`config.mk`:
```
export PLATFORM = sky130hd
export DESIGN_NAME = brake_interlock_alarm_sequencer
export DESIGN_NICKNAME = d
export VERILOG_FILES = /design/src/design/brake_seq_pkg.sv /design/src/design/tick_gen.sv /design/src/design/fault_latch.sv /design/src/design/brake_interlock_alarm_sequencer.sv
export SDC_FILE = /design/constraint.sdc
export NUM_CORES = 1
export LEC_CHECK = 0
export BUFFER_PORTS_ARGS = -buffer_cell sky130_fd_sc_hd__buf_2
export CAP_MARGIN = 25
export CELL_PAD_IN_SITES_DETAIL_PLACEMENT = 1
export CELL_PAD_IN_SITES_GLOBAL_PLACEMENT = 1
export CORE_MARGIN = 1
export CORE_UTILIZATION = 44
export CTS_CLUSTER_SIZE = 14
export DETAILED_ROUTE_END_ITERATION = 12
export HOLD_SLACK_MARGIN = 0.02
export PLACE_DENSITY_LB_ADDON = 0.1
export SYNTH_ARGS = -nofsm -noshare
export SYNTH_HDL_FRONTEND = slang
export SYNTH_SLANG_ARGS = --single-unit
```
`constraint.sdc`:
```
create_clock -name clk -period 4.1 [get_ports clk]
set_input_delay 0.615 -clock clk [delete_from_list [all_inputs] [get_ports clk]]
set_output_delay 0.615 -clock clk [all_outputs]
set_load 0.05 [all_outputs]
```
`src/design/brake_seq_pkg.sv`:
```
// shared constants for the brake interlock and fault sequencer
package brake_seq_pkg;
    // register bus shape
    localparam int ADDR_W = 4;
    localparam int DATA_W = 16;

    // register offsets
    localparam logic [ADDR_W-1:0] ADDR_OUT_SEL    = 4'h0;
    localparam logic [ADDR_W-1:0] ADDR_OFF_DELAY  = 4'h1;
    localparam logic [ADDR_W-1:0] ADDR_SPEED_LVL  = 4'h2;
    localparam logic [ADDR_W-1:0] ADDR_TIMEOUT    = 4'h3;
    localparam logic [ADDR_W-1:0] ADDR_STATUS     = 4'h4;

    // field widths
    localparam int SEL_W   = 2;
    localparam int DELAY_W = 6;
    localparam int SPEED_W = 14;
    localparam int TMO_W   = 7;
    localparam int CODE_W  = 3;
    localparam int PAIRS   = 3;

    // setting limits and reset values
    localparam logic [SEL_W-1:0]   SEL_RESET   = 2'h0;
    localparam logic [DELAY_W-1:0] DELAY_MAX   = 6'h32;   // 50
    localparam logic [DELAY_W-1:0] DELAY_RESET = 6'h00;
    localparam logic [SPEED_W-1:0] SPEED_MAX   = 14'h2710; // 10000 rpm
    localparam logic [SPEED_W-1:0] SPEED_RESET = 14'h0064; // 100 rpm
    localparam logic [TMO_W-1:0]   TMO_MAX     = 7'h64;   // 100
    localparam logic [TMO_W-1:0]   TMO_RESET   = 7'h32;   // 50

    // below this speed the motor counts as stopped
    localparam logic [SPEED_W-1:0] STANDSTILL_RPM = 14'h000a;

    // status word layout
    localparam int ST_STATE_LSB = 0;
    localparam int ST_FAULT_BIT = 2;
    localparam int ST_ENC_BIT   = 3;
    localparam int ST_CODE_LSB  = 4;
    localparam int ST_BRAKE_BIT = 7;
    localparam int ST_ENER_BIT  = 8;

    // timebase
    localparam int CLK_PERIOD_NS = 4;
    localparam int TICK_TIME_NS  = 10000000; // 10 ms
    localparam int TICK_CYCLES   = TICK_TIME_NS / CLK_PERIOD_NS;

    typedef enum logic [1:0] {
        SEQ_OFF,
        SEQ_RUN,
        SEQ_STOP_DELAY,
        SEQ_MOVE_BRAKE
    } seq_state_t;
endpackage

```
`src/design/tick_gen.sv`:
```
// 10 ms tick generator with restart
`timescale 1ns/1ns
module tick_gen
    import brake_seq_pkg::*;
#(
    parameter int TickCycles = TICK_CYCLES
) (
    input  wire logic clk,        // device clock
    input  wire logic rst_b,      // async reset, active low
    input  wire logic restart,    // restart the period from zero
    output logic      tick        // one-cycle pulse every period
);
    logic [31:0] count_r;
    logic [31:0] count_nxt;
    logic        tick_nxt;

    // count up; restart gives a full period after each servo-off event
    always_comb begin
        count_nxt = count_r + 32'h0000_0001;
        tick_nxt  = 1'b0;
        if (restart) begin
            count_nxt = 32'h0000_0000;
        end else if (count_r >= 32'(TickCycles - 1)) begin
            count_nxt = 32'h0000_0000;
            tick_nxt  = 1'b1;
        end
    end

    always_ff @(posedge clk or negedge rst_b) begin
        if (!rst_b) begin
            count_r <= 32'h0000_0000;
            tick    <= 1'b0;
        end else begin
            count_r <= count_nxt;
            tick    <= tick_nxt;
        end
    end
endmodule

```
`src/design/fault_latch.sv`:
```
// latches one amplifier fault with its code until cleared
`timescale 1ns/1ns
module fault_latch
    import brake_seq_pkg::*;
(
    input  wire logic              clk,        // device clock
    input  wire logic              rst_b,      // async reset, active low
    input  wire logic              setFault,   // fault detected, pulse
    input  wire logic [CODE_W-1:0] setCode,    // type of that fault
    input  wire logic              setEncoder, // fault is encoder related
    input  wire logic              clearReq,   // clear request, pulse
    output logic                   faultActive_r, // fault latched
    output logic [CODE_W-1:0]      faultCode_r,   // latched fault type
    output logic                   encoderLatch_r // latched encoder fault
);
    logic              active_nxt;
    logic [CODE_W-1:0] code_nxt;
    logic              enc_nxt;

    // a new fault beats a clear arriving in the same cycle
    always_comb begin
        active_nxt = faultActive_r;
        code_nxt   = faultCode_r;
        enc_nxt    = encoderLatch_r;
        if (clearReq && !encoderLatch_r) begin
            active_nxt = 1'b0;
            code_nxt   = '0;
        end
        // encoder faults stay until power is cycled
        if (setFault) begin
            active_nxt = 1'b1;
            code_nxt   = setCode;
            enc_nxt    = encoderLatch_r | setEncoder;
        end
    end

    // power loss is the reset: everything clears
    always_ff @(posedge clk or negedge rst_b) begin
        if (!rst_b) begin
            faultActive_r  <= 1'b0;
            faultCode_r    <= '0;
            encoderLatch_r <= 1'b0;
        end else begin
            faultActive_r  <= active_nxt;
            faultCode_r    <= code_nxt;
            encoderLatch_r <= enc_nxt;
        end
    end
endmodule

```
`src/design/brake_interlock_alarm_sequencer.sv`:
```
// brake interlock, servo-off timing and fault outputs of the amplifier
//
// Decided for this implementation: the address-and-strobe port and the register offsets.
`timescale 1ns/1ns

module brake_interlock_alarm_sequencer
    import brake_seq_pkg::*;
#(
    parameter int TickCycles = TICK_CYCLES
) (
    input  wire logic               clk,            // 250 MHz device clock
    input  wire logic               rst_b,          // control power reset
    input  wire logic [ADDR_W-1:0]  regAddr,        // register address
    input  wire logic [DATA_W-1:0]  regWrData,      // register write data
    input  wire logic               regWr,          // write strobe
    input  wire logic               regRd,          // read strobe
    output logic      [DATA_W-1:0]  regRdData,      // read data, next cycle
    input  wire logic               servoEnableIn_b,// servo enable pin
    input  wire logic               fault_clear_in, // fault clear pin
    input  wire logic               panelClear,     // panel clear, pulse
    input  wire logic               faultDetect,    // fault event, pulse
    input  wire logic [CODE_W-1:0]  faultType,      // type of that fault
    input  wire logic               faultEncoder,   // fault is encoder one
    input  wire logic [SPEED_W-1:0] motorSpeed,     // actual speed, rpm
    input  wire logic [SPEED_W-1:0] motorMaxSpeed,  // motor maximum, rpm
    input  wire logic [PAIRS-1:0]   pairOtherSig,   // other signals per pair
    output logic                    motorEnergise,  // motor power stage on
    output logic                    brake_release_out_b, // brake, low=release
    output logic      [PAIRS-1:0]   outPair_b,      // output pairs, low=closed
    output logic                    fault_out_b,    // low=normal, high=fault
    output logic                    fault_code_bit0,// fault code bit 0
    output logic                    fault_code_bit1,// fault code bit 1
    output logic                    fault_code_bit2 // fault code bit 2
);
    // pin synchronisers
    logic enMeta_r;
    logic enSync_r;
    logic clrMeta_r;
    logic clrSync_r;
    logic clrPrev_r;

    // settings
    logic [SEL_W-1:0]   brake_terminal_select_r;
    logic [DELAY_W-1:0] brake_servo_off_delay_r;
    logic [SPEED_W-1:0] brake_speed_level_r;
    logic [TMO_W-1:0]   brake_output_timeout_r;
    logic [SEL_W-1:0]   sel_nxt;
    logic [DELAY_W-1:0] delay_nxt;
    logic [SPEED_W-1:0] level_nxt;
    logic [TMO_W-1:0]   tmo_nxt;
    logic [DATA_W-1:0]  rd_nxt;

    // sequencer
    seq_state_t         state_r;
    seq_state_t         state_nxt;
    logic [TMO_W-1:0]   ticks_r;
    logic [TMO_W-1:0]   ticks_nxt;
    logic               restart;
    logic               tick;
    logic               servoOn;
    logic               running;
    logic [SPEED_W-1:0] effLevel;
    logic               energise_nxt;
    logic               release_nxt;
    logic               brakeRelease_r;

    // fault path
    logic               clearReq;
    logic               faultActive;
    logic [CODE_W-1:0]  faultCode;
    logic               encoderLatch;
    logic               faultNow;

    // clamp a written value to its top setting
    function automatic logic [DATA_W-1:0] clampSet(
        input logic [DATA_W-1:0] value,
        input logic [DATA_W-1:0] limit
    );
        clampSet = (value > limit) ? limit : value;
    endfunction

    // two flops on each pin before any logic looks at it
    always_ff @(posedge clk or negedge rst_b) begin
        if (!rst_b) begin
            enMeta_r  <= 1'b1;
            enSync_r  <= 1'b1;
            clrMeta_r <= 1'b0;
            clrSync_r <= 1'b0;
            clrPrev_r <= 1'b0;
        end else begin
            enMeta_r  <= servoEnableIn_b;
            enSync_r  <= enMeta_r;
            clrMeta_r <= fault_clear_in;
            clrSync_r <= clrMeta_r;
            clrPrev_r <= clrSync_r;
        end
    end

    assign servoOn  = !enSync_r;
    // the rising edge of the pin, or the panel, asks for a clear
    assign clearReq = (clrSync_r && !clrPrev_r) ||
                      panelClear;

    fault_latch u_fault (
        .clk            (clk),
        .rst_b          (rst_b),
        .setFault       (faultDetect),
        .setCode        (faultType),
        .setEncoder     (faultEncoder),
        .clearReq       (clearReq),
        .faultActive_r  (faultActive),
        .faultCode_r    (faultCode),
        .encoderLatch_r (encoderLatch)
    );

    // a fresh event acts in its own cycle, not one later
    assign faultNow = faultActive || faultDetect;

    tick_gen #(
        .TickCycles (TickCycles)
    ) u_tick (
        .clk     (clk),
        .rst_b   (rst_b),
        .restart (restart),
        .tick    (tick)
    );

    // speed level never above what the motor can reach
    assign effLevel = (brake_speed_level_r > motorMaxSpeed) ?
                      motorMaxSpeed : brake_speed_level_r;
    assign running  = motorSpeed >= STANDSTILL_RPM;

    // servo-off sequencing
    always_comb begin
        state_nxt    = state_r;
        ticks_nxt    = ticks_r;
        restart      = 1'b0;
        energise_nxt = 1'b0;
        release_nxt  = 1'b0;
        if (tick && ticks_r != TMO_MAX) begin
            ticks_nxt = ticks_r + 7'h01;
        end
        case (state_r)
            SEQ_OFF: begin
                if (servoOn && !faultNow) begin
                    state_nxt = SEQ_RUN;
                end
            end
            SEQ_RUN: begin
                if (faultNow || !servoOn) begin
                    restart   = 1'b1;
                    ticks_nxt = '0;
                    if (running) begin
                        state_nxt = SEQ_MOVE_BRAKE;
                    end else if (faultNow ||
                                 brake_servo_off_delay_r == DELAY_RESET) begin
                        state_nxt = SEQ_OFF;
                    end else begin
                        state_nxt = SEQ_STOP_DELAY;
                    end
                end
            end
            SEQ_STOP_DELAY: begin
                // brake already applied, power held while it bites
                if (faultNow) begin
                    state_nxt = SEQ_OFF;
                end else if (ticks_nxt >=
                             TMO_W'(brake_servo_off_delay_r)) begin
                    state_nxt = SEQ_OFF;
                end
            end
            SEQ_MOVE_BRAKE: begin
                // power is off; brake held open until slow or timed out
                if (motorSpeed < effLevel) begin
                    state_nxt = SEQ_OFF;
                end else if (ticks_nxt >= brake_output_timeout_r) begin
                    state_nxt = SEQ_OFF;
                end
            end
            default: begin
                state_nxt = SEQ_OFF;
            end
        endcase
        // outputs follow the next state so both change on one edge
        energise_nxt = (state_nxt == SEQ_RUN) ||
                       (state_nxt == SEQ_STOP_DELAY);
        release_nxt  = (state_nxt == SEQ_RUN) ||
                       (state_nxt == SEQ_MOVE_BRAKE);
    end

    always_ff @(posedge clk or negedge rst_b) begin
        if (!rst_b) begin
            state_r        <= SEQ_OFF;
            ticks_r        <= '0;
            motorEnergise  <= 1'b0;
            brakeRelease_r <= 1'b0;
        end else begin
            state_r        <= state_nxt;
            ticks_r        <= ticks_nxt;
            motorEnergise  <= energise_nxt;
            brakeRelease_r <= release_nxt;
        end
    end

    // register writes, clamped to the documented ranges
    always_comb begin
        sel_nxt   = brake_terminal_select_r;
        delay_nxt = brake_servo_off_delay_r;
        level_nxt = brake_speed_level_r;
        tmo_nxt   = brake_output_timeout_r;
        rd_nxt    = '0;
        if (regWr) begin
            case (regAddr)
                ADDR_OUT_SEL:   sel_nxt   = regWrData[SEL_W-1:0];
                ADDR_OFF_DELAY: delay_nxt = DELAY_W'(clampSet(regWrData,
                                            DATA_W'(DELAY_MAX)));
                ADDR_SPEED_LVL: level_nxt = SPEED_W'(clampSet(regWrData,
                                            DATA_W'(SPEED_MAX)));
                ADDR_TIMEOUT:   tmo_nxt   = TMO_W'(clampSet(regWrData,
                                            DATA_W'(TMO_MAX)));
                default:        sel_nxt   = brake_terminal_select_r;
            endcase
        end
        if (regRd) begin
            case (regAddr)
                ADDR_OUT_SEL:   rd_nxt = DATA_W'(brake_terminal_select_r);
                ADDR_OFF_DELAY: rd_nxt = DATA_W'(brake_servo_off_delay_r);
                ADDR_SPEED_LVL: rd_nxt = DATA_W'(brake_speed_level_r);
                ADDR_TIMEOUT:   rd_nxt = DATA_W'(brake_output_timeout_r);
                ADDR_STATUS: begin
                    rd_nxt[ST_STATE_LSB +: 2]      = state_r;
                    rd_nxt[ST_FAULT_BIT]           = faultActive;
                    rd_nxt[ST_ENC_BIT]             = encoderLatch;
                    rd_nxt[ST_CODE_LSB +: CODE_W]  = faultCode;
                    rd_nxt[ST_BRAKE_BIT]           = brakeRelease_r;
                    rd_nxt[ST_ENER_BIT]            = motorEnergise;
                end
                default:        rd_nxt = '0; // unmapped reads zero
            endcase
        end
    end

    always_ff @(posedge clk or negedge rst_b) begin
        if (!rst_b) begin
            brake_terminal_select_r <= SEL_RESET;
            brake_servo_off_delay_r <= DELAY_RESET;
            brake_speed_level_r     <= SPEED_RESET;
            brake_output_timeout_r  <= TMO_RESET;
            regRdData               <= '0;
        end else begin
            brake_terminal_select_r <= sel_nxt;
            brake_servo_off_delay_r <= delay_nxt;
            brake_speed_level_r     <= level_nxt;
            brake_output_timeout_r  <= tmo_nxt;
            regRdData               <= rd_nxt;
        end
    end

    // brake output: closed (low) means release
    assign brake_release_out_b = !brakeRelease_r;

    // output pairs, active low; a pair is closed if any mapped signal is on
    genvar p;
    generate
        for (p = 0; p < PAIRS; p++) begin : g_pair
            assign outPair_b[p] = !(pairOtherSig[p] ||
                (brakeRelease_r &&
                 brake_terminal_select_r == SEL_W'(p + 1)));
        end
    endgenerate

    // fault outputs; the host opens the amplifier supply on fault_out_b
    assign fault_out_b     = faultActive;
    assign fault_code_bit0 = faultCode[0];
    assign fault_code_bit1 = faultCode[1];
    assign fault_code_bit2 = faultCode[2];
endmodule

```
# == After elaboration in Yosys (flattened, before gate mapping) ==
# Index checks and enable logic that the tools add are counted.
# totals
regBits,99
elab_cells,106
# op_classes
n_addsub,2
n_lt_le_gt_ge,9
n_eq_ne,14
n_mux,29
n_bitwise,1
n_reduce_logical,32
# ops
cell,n
two-way mux 32 bit,2
case mux 9 bit (5 select lines),1
two-way mux 14 bit,3
adder 32 x 1 -> 32 bit (second input constant),1
>= comparator 32 x 22 -> 1 bit (second input constant),1
two-way mux 7 bit,4
> comparator 16 x 14 -> 1 bit (second input constant),1
> comparator 16 x 6 -> 1 bit (second input constant),1
> comparator 16 x 7 -> 1 bit (second input constant),1
two-way mux 2 bit,8
>= comparator 14 x 4 -> 1 bit (second input constant),1
> comparator 14 bit,1
< comparator 14 bit,1
equality test 2 bit (second input constant),6
logical OR 1 bit,9
equality test 4 x 2 -> 1 bit (second input constant),2
logical NOT 1 bit,8
case mux 2 bit (4 select lines),1
AND reduction 2 bit,4
adder 7 x 1 -> 7 bit (second input constant),1
>= comparator 7 x 6 -> 1 bit,1
>= comparator 7 bit,1
logical AND 1 bit,7
inequality test 7 bit (second input constant),1
other kinds (12),20

# == Logic depth before layout (Yosys ltp) ==
# Gate-level depths: netlist (run 1).
# depth
depth_word,9
depth_mapped,18

# == Cells and area by module ==
# Synthesis (run 1) repeated with hierarchy kept, for this count alone.
# hier_totals
cells_unflattened,530
area_unflattened_um2,5444.0
# by_module_without_submodules
mod,n_inst,cells_each,area_per_inst_um2,seq_area_each_um2
brake_interlock_alarm_sequencer,1,376,3719.8,1486.4
tick_gen,1,136,1519.0,825.8
fault_latch,1,18,205.2,125.1

# == Worst setup path after synthesis (run 1) ==
# Ideal clock, no wire load.
# synth_timing
kind,input port to flip-flop
startpoint,input port motorMaxSpeed[13]
endpoint,register brakeRelease_r
arrival_ns,3.710
required_ns,3.970
path_slack_ns,0.260
stages,18
n_path_buf,1
path_cell_list,inv_1 ha_1 nand4_1 or2_2 a31o_2 a21oi_2 buf_4 mux2i_1 ha_1 a21oi_1 o21ai_0 a221oi_1 o21ai_0 nand4b_1 o211ai_1 ha_1 a21oi_1 nand3_1
# synth_via
elab_chain_len,7
word_cells_on_any_way,8
# synth_lines
item,line,text
from (decl),brake_interlock_alarm_sequencer.sv:25,"input wire logic [SPEED_W-1:0] motorMaxSpeed,"
> comparator 14 bit,brake_interlock_alarm_sequencer.sv:129,assign effLevel = (brake_speed_level_r > motorMaxSpeed) ?
two-way mux 14 bit (*),brake_interlock_alarm_sequencer.sv:129,
< comparator 14 bit (*),brake_interlock_alarm_sequencer.sv:174,if (motorSpeed < effLevel) begin
two-way mux 2 bit (*),brake_interlock_alarm_sequencer.sv:174,
case mux 2 bit (4 select lines) (*),brake_interlock_alarm_sequencer.sv:143,case (state_r)
net state_nxt[0],brake_interlock_alarm_sequencer.sv:55,seq_state_t state_nxt;
equality test 2 x 1 -> 1 bit / equality test 2 bit (equally long branches),"brake_interlock_alarm_sequencer.sv:187, brake_interlock_alarm_sequencer.sv:188",
logical OR 1 bit (*),brake_interlock_alarm_sequencer.sv:187,release_nxt = (state_nxt == SEQ_RUN) ||
net release_nxt,brake_interlock_alarm_sequencer.sv:64,logic release_nxt;
to (signal assigned),brake_interlock_alarm_sequencer.sv:201,brakeRelease_r <= release_nxt;
to (decl),brake_interlock_alarm_sequencer.sv:65,logic brakeRelease_r;
# The timed path passes the listed nets; every way through them passes the cells marked *.
# A chain may end at the register's enable or synchronous reset.

# == Worst setup path after layout (run 1) ==
# layout_timing
startpoint,register brake_speed_level_r[13]
endpoint,register brakeRelease_r
# layout_via
elab_chain_len,7
word_cells_on_any_way,8
# layout_lines
item,line,text
from (decl),brake_interlock_alarm_sequencer.sv:45,logic [SPEED_W-1:0] brake_speed_level_r;
from (signal assigned),brake_interlock_alarm_sequencer.sv:253,brake_speed_level_r <= level_nxt;
> comparator 14 bit,brake_interlock_alarm_sequencer.sv:129,
two-way mux 14 bit (*),brake_interlock_alarm_sequencer.sv:129,
< comparator 14 bit (*),brake_interlock_alarm_sequencer.sv:174,
two-way mux 2 bit (*),brake_interlock_alarm_sequencer.sv:174,
case mux 2 bit (4 select lines) (*),brake_interlock_alarm_sequencer.sv:143,
equality test 2 x 1 -> 1 bit / equality test 2 bit (equally long branches),"brake_interlock_alarm_sequencer.sv:187, brake_interlock_alarm_sequencer.sv:188",
logical OR 1 bit (*),brake_interlock_alarm_sequencer.sv:187,
net release_nxt,brake_interlock_alarm_sequencer.sv:64,
# Marks and branches as above.

==> summary.txt, run 1 <==
Logic synthesis
  • Async SR Flop Fraction: 100%
  • Main combinational cell family by area after synthesis: simple AND/OR/NAND/NOR gates
  • Number of synthesized flops with an enable pin: 0
  • Post-synthesis sequential area ratio: 45.9%
  • Most used DFF post-synth: dfrtp_1
  • Netlist cell types: 62
  • Post-Synth XOR/XNOR Area: 4.13%
  • Mux cell area share after synthesis: 2.67%
  • Mapped cell area: 0.00531 mm^2
  • Simple logic cell fraction of the synthesized area: 16.3%
  • Cells after Synth: 532
  • Post-synth top area cell: dfrtp_1
  • Synth Area in Compound Gates: 15.8%
  • Adder-cell share of the synthesized area: 10.4%
  • Synth Register Bits: 97
  • Top-area cell type share of the netlist area: 42.0%
  • Syn avg cell area: 9.97 um^2
  • Dominant cells by area after synthesis: dfrtp_1 42%, ha_1 10%, nor2_1 4.3%
  • Synthesis Warnings: 0

Worst hold path
  • Hold Crit Class: input pin to asynchronous set/reset pin

Floorplanning
  • Die Ht: 112 um
  • Site Rows: 39
  • # IOs: 88
  • Die Width: 112 um
  • Die area: 0.0125 mm^2
  • Area of the core: 0.0116 mm^2
  • Initial Util: 45.9%

GRT
  • Vias in the first global route: 4732
  • Initial antenna violation count: 1
  • Remaining global-route overflow: 0
  • Total track usage: 26.2%
  • Pin count of the biggest net entering global routing: 83
  • First-pass GRT wire length: 25300 um

Route
  • Initial drt markers: 281
  • Metal3 WL: 600 um
  • Top routing layer in use: met4
  • Remaining DRCs: 3
  • Vias post-DR: 4478
  • Met2 routed WL: 7260 um
  • Post-detailed-route via-to-cell ratio: 5.65
  • Drt first pass iters: 10
  • Antenna-violating nets left: 0
  • DR WL/cell: 19.2 um
  • Routed WL: 15200 um
  • Metal1 wirelength: 7130 um

Timing
  • Final Cycle Share: 93.5%
  • Number of max-slew violations in the final report: 0
  • Rel. slew slack: 43.6%
  • Final hold violations: 0
  • Worst-margin pin slew: 0.841 ns
  • Highest Clock Rate: 261 MHz
  • Endpoints failing setup: 0
  • Tmin final: 3.84 ns
  • RSZ-0062 raised after global routing: no
  • Setup Skew: 0.00417 ns

Critical path
  • CP max-delay cell: dfrtp_1
  • Data arrival, critical path: 4.07 ns
  • Crit path max-delay family: compound AO/OA/AOI/OAI gates
  • Worst R2R Path Depth: 19
  • Worst reg2reg endpoint: brakeRelease_r$_DFF_PN0_
  • Cell Chain, Critical Path: ha_1 -> buf_4 -> a21oi_1 -> o21ai_0 -> a21oi_1 -> a21oi_2 -> buf_6 -> buf_4 -> mux2i_1 -> ha_1 -> nor2_1 -> nor4_1 -> o31ai_2 -> o21ai_1 -> nand4b_1 -> and3_1 -> ha_1 -> a21oi_1 -> nand3_1
  • Critical setup path kind: register to register
  • CP peak stage delay: 0.42 ns
  • WP buf/inv: 3
  • Startpoint types: register
  • CP required: 4.33 ns
  • R2R setup slack: 0.26 ns
  • Peak fanout along the critical path: 9
  • CP endpoint kind: register
  • R2R Path Start: brake_speed_level_r[13]$_DFFE_PN0P_

Run status
  • Failing checks: DRC
  • Status: finished, violations left

Cells and area
  • Layout area overhead: 19.6%
  • Filler instances: 1343
  • Fraction of layout cells with a size suffix above 1: 21.6%
  • Utilization after layout: 54.8%
  • Final net count: 751

Placement
  • DP HPWL: 12000 um
  • Final GP Congestion: 0.922
  • # port buffers: 85

Power
  • VDD IR max: 0.000226 V
  • Clock power share: 30.3%
  • Seq pwr share: 42.0%
  • Sw Ratio: 33.0%
  • Internal power: 1.80 mW
  • Comb power frac: 27.7%
  • Total power: 2.69 mW
  • Leak: 3.08 nW
  • Sw power: 0.888 mW
  • Power Density: 424 mW/mm^2

Clock network
  • CTS H-tree depth: 3
  • TritonCTS Buffers: 9
  • Clock sink total: 97
  • Reg clk slew, reported paths: 0.07 ns
  • Root Driver: clkbuf_16
  • Worst-Skew Late Latency: 0.35 ns
  • Clk buf depth: 2
  • TritonCTS clock tree: built

Job
  • MaxCap Viol Count: 0
## how the worst max path moves through the flow
| stage | slack [ns] | endpoint | from | cells after the start |
|---|---|---|---|---|
| after global placement | 0.06 | brakeRelease_r$_DFF_PN0_ | motorMaxSpeed[12] | 19 |
| final | 0.26 | brakeRelease_r$_DFF_PN0_ | brake_speed_level_r[13]$_DFFE_PN0P_ | 19 |
| after floorplan | 0.26 | brakeRelease_r$_DFF_PN0_ | motorMaxSpeed[13] | 18 |
| after detailed placement | -0.11 | brakeRelease_r$_DFF_PN0_ | motorMaxSpeed[12] | 19 |
| after CTS | 0.20 | brakeRelease_r$_DFF_PN0_ | brake_speed_level_r[11]$_DFFE_PN0P_ | 17 |
| after global routing | 0.01 | brakeRelease_r$_DFF_PN0_ | brake_speed_level_r[11]$_DFFE_PN0P_ | 17 |
## per-stage QoR
step                instance area [um^2]  hold slack (ns)  instances  worst slack (ns)  setup TNS (ns)
floorplan                           5350            0.319        543             0.260               0
global placement                    5990            0.333        773            0.0624               0
detailed placement                  5990            0.339        773            -0.107          -0.139
CTS                                 6280            0.351        789             0.195               0
global route                        6340           0.0825        793            0.0116               0
finish                              6340           0.0848        793             0.265               0
## metal layers
layer | vias up | track usage (%)
met5 | - | 0
met4 | 0 | 7.30
met3 | 17 | 4.03
met2 | 102 | 43.6
met1 | 2243 | 35.6
li1 | 2116 | -
## layout make-up
cell class / instances / area (um^2) / area share [%]
antenna: 1 / 2.50 / 0.0395
clock buffer: 11 / 253 / 3.99
clock inverter: 5 / 38.8 / 0.612
inverter: 48 / 180 / 2.84
multi-input combinational: 386 / 2670 / 42.1
sequential: 97 / 2440 / 38.4
tap: 143 / 179 / 2.82
timing repair buffer: 102 / 579 / 9.13
## worst reg2reg max path, stage by stage, from the launching register on
cell and delay [ns]:
dfrtp_1 0.42, ha_1 0.30, buf_4 0.14, a21oi_1 0.11, o21ai_0 0.09, a21oi_1 0.41, a21oi_2 0.14, buf_6 0.17
buf_4 0.15, mux2i_1 0.11, ha_1 0.30, nor2_1 0.05, nor4_1 0.31, o31ai_2 0.13, o21ai_1 0.12, nand4b_1 0.18
and3_1 0.20, ha_1 0.17, a21oi_1 0.12, nand3_1 0.09
## flip-flops by register name (all words and copies together), names as in the netlist
name	count
ticks_r	7
brake_servo_off_delay_r	6
state_r	2
u_tick.tick	1
clrMeta_r	1
u_fault.encoderLatch_r	1
brakeRelease_r	1
enMeta_r	1
u_tick.count_r	32
brake_terminal_select_r	2
clrPrev_r	1
enSync_r	1
brake_output_timeout_r	7
brake_speed_level_r	14
u_fault.faultCode_r	3
regRdData	14
u_fault.faultActive_r	1
clrSync_r	1
motorEnergise	1
## cell usage after synthesis (2+ instances only)
cell type,count
buf_2,3
mux2i_1,13
o2111ai_1,2
xor2_1,12
nor2b_1,5
a222oi_1,7
clkbuf_1,4
dfstp_2,8
a31oi_1,4
and3_1,10
a211oi_1,2
a22o_1,19
and4_1,2
o2111a_1,2
or4_1,2
nor2_1,61
nor4_1,10
nand4_1,10
a21oi_1,31
nand3_1,21
ha_1,44
xnor2_1,13
a211o_1,3
o21a_1,2
buf_4,4
dfrtp_1,89
nand2_1,35
a22oi_1,6
a21o_1,7
inv_1,48
o21ai_0,14
nor3_1,5
nand2b_1,5
## logic make-up (layout without fill, tap and decap cells)
family	after synthesis	after routing
compound gates	115	115
simple gates	176	176
buf+inv	60	166
xor+xnor	25	25
fa+ha+maj	44	44
mux	14	14
other cells	1	13
flops	97	97
## layout by cell type, fill, tap and decap left out, types with 2 or more instances in the layout
| master | n |
|---|---|
| a211oi_1 | 2 |
| buf_2 | 84 |
| a222oi_1 | 7 |
| o2111ai_1 | 2 |
| nor2_1 | 61 |
| clkbuf_8 | 2 |
| o21ai_1 | 2 |
| nor2b_1 | 5 |
| or4_1 | 2 |
| a211o_1 | 3 |
| mux2i_1 | 12 |
| and3_1 | 10 |
| dfstp_2 | 8 |
| conb_1 | 12 |
| a31oi_1 | 4 |
| clkinv_4 | 2 |
| nor4_1 | 10 |
| ha_1 | 44 |
| a22o_1 | 19 |
| clkbuf_16 | 9 |
| dfrtp_1 | 89 |
| a21o_1 | 7 |
| nand4_1 | 10 |
| nand3_1 | 21 |
| nand2b_1 | 5 |
| xnor2_1 | 13 |
| nor3_1 | 5 |
| nand2_1 | 35 |
| o2111a_1 | 2 |
| xor2_1 | 12 |
| inv_1 | 48 |
| a22oi_1 | 6 |
| and4_1 | 2 |
| o21a_1 | 2 |
| buf_4 | 16 |
| o21ai_0 | 13 |
| a21oi_1 | 31 |
## power groups by stage
stage	Combinational (mW)	Clock, mW	Sequential [mW]
floorplan	0.454	0	1.13
global placement	0.682	0	1.14
detailed placement	0.721	0	1.15
CTS	0.731	0.832	1.13
global route	0.837	0.872	1.14
finish	0.744	0.815	1.13
## repair_timing
item | 4_1_cts | 5_1_grt
setup buffers | 0 | 2
setup endpoints to repair | 0 | 2
gates resized for setup | 0 | 5
hold buffers | 0 | 0
Power figures use the tool's default switching activity.
==> run 2: changes to the inputs <==
--- a/config.mk
+++ b/config.mk
@@ -6,11 +6,12 @@
 export NUM_CORES = 1
 export LEC_CHECK = 0
 export BUFFER_PORTS_ARGS = -buffer_cell sky130_fd_sc_hd__buf_2
-export CAP_MARGIN = 25
+export CAP_MARGIN = 20
 export CELL_PAD_IN_SITES_DETAIL_PLACEMENT = 1
 export CELL_PAD_IN_SITES_GLOBAL_PLACEMENT = 1
 export CORE_MARGIN = 1
-export CORE_UTILIZATION = 44
+export CORE_UTILIZATION = 45
+export CTS_BUF_LIST = sky130_fd_sc_hd__clkbuf_8
 export CTS_CLUSTER_SIZE = 14
 export DETAILED_ROUTE_END_ITERATION = 12
 export HOLD_SLACK_MARGIN = 0.02
==> run 2 against run 1 <==
Net effect:
- the run now ends clean
- sequential cell count unchanged
- sequential share of layout area increased by 0.46 points
- die area decreased by 2.2%
- critical path depth decreased by 2
- final cell count decreased by 0.63%
- non-clock buffer count decreased by 4
- critical endpoint unchanged
- critical path type unchanged
- setup slack improved by 0.031 ns
- combinational power increased by 0.9%
- global-route usage increased by 0.11 points
==> summary.txt, run 2 (synthesis results as in run 1) <==
Run status
  • Status: finished, final reports clean

Route
  • Post-detailed-route via-to-cell ratio: 5.67 (+0.34%)
  • Vias post-DR: 4465 (-0.29%)
  • Initial drt markers: 220 (-22%)
  • Remaining DRCs: 0 (-3)
  • Drt first pass iters: 4 (-6)
  • Routed WL: 15300 um (+0.71%)
  • Antenna-violating nets left: 0 (unchanged)
  • DR WL/cell: 19.4 um (+1.3%)

Cells and area
  • Filler instances: 1313 (-2.2%)
  • Commonest non-fill, non-tap cells in the layout: 88 x dfrtp_1, 84 x buf_2, 61 x nor2_1
  • Final net count: 747 (-0.53%)
  • Sequential cell area: 0.00244 mm^2 (about the same)
  • Utilization after layout: 54.7% (-0.17 points)
  • Area of the multi-input gates: 0.00271 mm^2 (+1.5%)
  • Top reg by flops: u_tick.count_r
  • Layout area overhead: 18.2%
  • Fraction of layout cells with a size suffix above 1: 21.6% (about the same)
  • Max reg flops: 32 (unchanged)
  • Fin area: 0.00627 mm^2 (-1.1%)
  • Most common cell after layout, fill and taps aside: dfrtp_1
  • Top Registers: u_tick.count_r x32, brake_speed_level_r x14, regRdData x14
  • Antenna diodes: 0 (-1)

Placement
  • # port buffers: 85 (unchanged)
  • DP Area: 0.00596 mm^2 (-0.42%)
  • DP HPWL: 12100 um (+0.69%)
  • Final GP Congestion: 0.929 (+0.74%)

Clock network
  • TritonCTS clock tree: built
  • CTS H-tree depth: 3 (unchanged)
  • Clk buf depth: 2 (unchanged)
  • Reg clk slew, reported paths: 0.09 ns (+0.02 ns)
  • CTS Hold Bufs: 0 (unchanged)
  • Clock sink total: 97 (unchanged)
  • TritonCTS Buffers: 9 (unchanged)
  • Worst-Skew Late Latency: 0.37 ns (+0.02 ns)
  • Root Driver: clkbuf_8

GRT
  • Vias in the first global route: 4678 (-1.1%)
  • Initial antenna violation count: 0 (-1)
  • First-pass GRT wire length: 25100 um (-0.63%)
  • Total track usage: 26.3% (+0.11 points)
  • Remaining global-route overflow: 0 (unchanged)
  • Pin count of the biggest net entering global routing: 79 (-4.8%)

Job
  • MaxCap Viol Count: 0 (unchanged)

Critical path
  • CP endpoint kind: register
  • Peak fanout along the critical path: 13 (+4)
  • CP required: 4.35 ns (+0.02 ns)
  • Startpoint types: register
  • R2R setup slack: 0.30 ns (+0.03 ns)
  • Data arrival, critical path: 4.06 ns (about the same)
  • Critical setup path kind: register to register

Power
  • Power Density: 409 mW/mm^2 (-3.4%)
  • Total power: 2.57 mW (-4.5%)
  • VDD IR max: 0.000233 V (+3.0%)
  • Leak: 3.04 nW (-1.5%)

Timing
  • Number of max-slew violations in the final report: 0 (unchanged)
  • Final Cycle Share: 92.8% (-0.76 points)
  • Final hold violations: 0 (unchanged)
  • Rel. slew slack: 34.6% (-9.0 points)
  • RSZ-0062 raised after global routing: no
  • Setup Skew: 0.00465 ns (+0.000477 ns)
  • Highest Clock Rate: 263 MHz (+0.81%)
  • Worst-margin pin slew: 0.981 ns (+0.140 ns)
  • Tmin final: 3.80 ns (-0.0310 ns)
  • Endpoints failing setup: 0 (unchanged)

Floorplanning
  • Die area: 0.0122 mm^2 (-2.2%)
  • Area of the core: 0.0115 mm^2 (-0.84%)
  • Initial Util: 46.3% (+0.39 points)
  • Die Width: 111 um (-1.1%)
  • Site Rows: 39 (unchanged)
  • # IOs: 88 (unchanged)
  • Die Ht: 111 um (-1.1%)

Worst hold path
  • Hold Crit Class: input pin to register
## run 2: cell types whose count changed in the layout (fill, tap and decap cells not counted), sizes merged
cell / change
buf: -4
bufinv: +2
clkbuf: -1
clkinv: -1
clkinvlp: -1
diode: -1
inv: +1
## run 2: what timing repair did
item                       4_1_cts  5_1_grt
setup buffers                    0        4
setup endpoints to repair        0        2
resized for setup                0       10
## run 2: cell type report
type | count | share of cell area, %
Clock buffer | 10 | 2.20
Clock inverter | 6 | 1.36
Sequential cell | 97 | 38.9
Tap cell | 143 | 2.85
Timing Repair Buffer | 98 | 8.58
Multi-Input combinational cell | 386 | 43.2
Inverter | 48 | 2.87
## run 2: report_power, final
part | internal (mW) | switching (mW) | leakage (nW)
Clock | 0.358 | 0.330 | 0.119
Combinational | 0.319 | 0.432 | 1.70
Sequential | 1.04 | 0.0911 | 1.22
## run 2: per-stage QoR
stage	setup TNS (ns)	hold WS (ns)	cells	setup slack, ns
3_5_place_dp	-0.310	0.341	768	-0.204
6_report	0	0.341	788	0.295
4_1_cts	0	0.327	784	0.0742
2_1_floorplan	0	0.319	543	0.260
3_3_place_gp	0	0.334	768	0.0439
5_1_grt	0	0.314	788	0.0232
## run 2: critical path, stage by stage, from the launching register on
cell      delay, ns
dfrtp_2        0.45
ha_1           0.31
nand4_1        0.13
or2_4          0.30
a31o_2         0.25
a21oi_4        0.15
buf_12         0.17
mux2i_2        0.22
ha_1           0.25
o21a_1         0.17
o21a_1         0.19
o31ai_2        0.21
o21ai_0        0.13
nand4b_1       0.18
o211ai_1       0.15
ha_1           0.22
a21oi_1        0.11
nand3_1        0.09
## run 2: worst paths after layout
check | start | end | cells past startpoint
setup / recovery | brake_speed_level_r[11]$_DFFE_PN0P_ | brakeRelease_r$_DFF_PN0_ | 17
hold / removal | servoEnableIn_b | enMeta_r$_DFF_PN1_ | 1
setup reg to reg | brake_speed_level_r[11]$_DFFE_PN0P_ | brakeRelease_r$_DFF_PN0_ | 17
hold reg to reg | clrMeta_r$_DFF_PN0_ | clrSync_r$_DFF_PN0_ | 0
max in group asynchronous | rst_b | enMeta_r$_DFF_PN1_ | 2
min in group asynchronous | rst_b | regRdData[11]$_DFF_PN0_ | 1
## run 2: layer usage
layer	share of wire [%]	GRT usage, %
met5	0	0
met4	1.4	7.82
met3	4.1	3.95
met2	49	43.2
met1	46	36.1
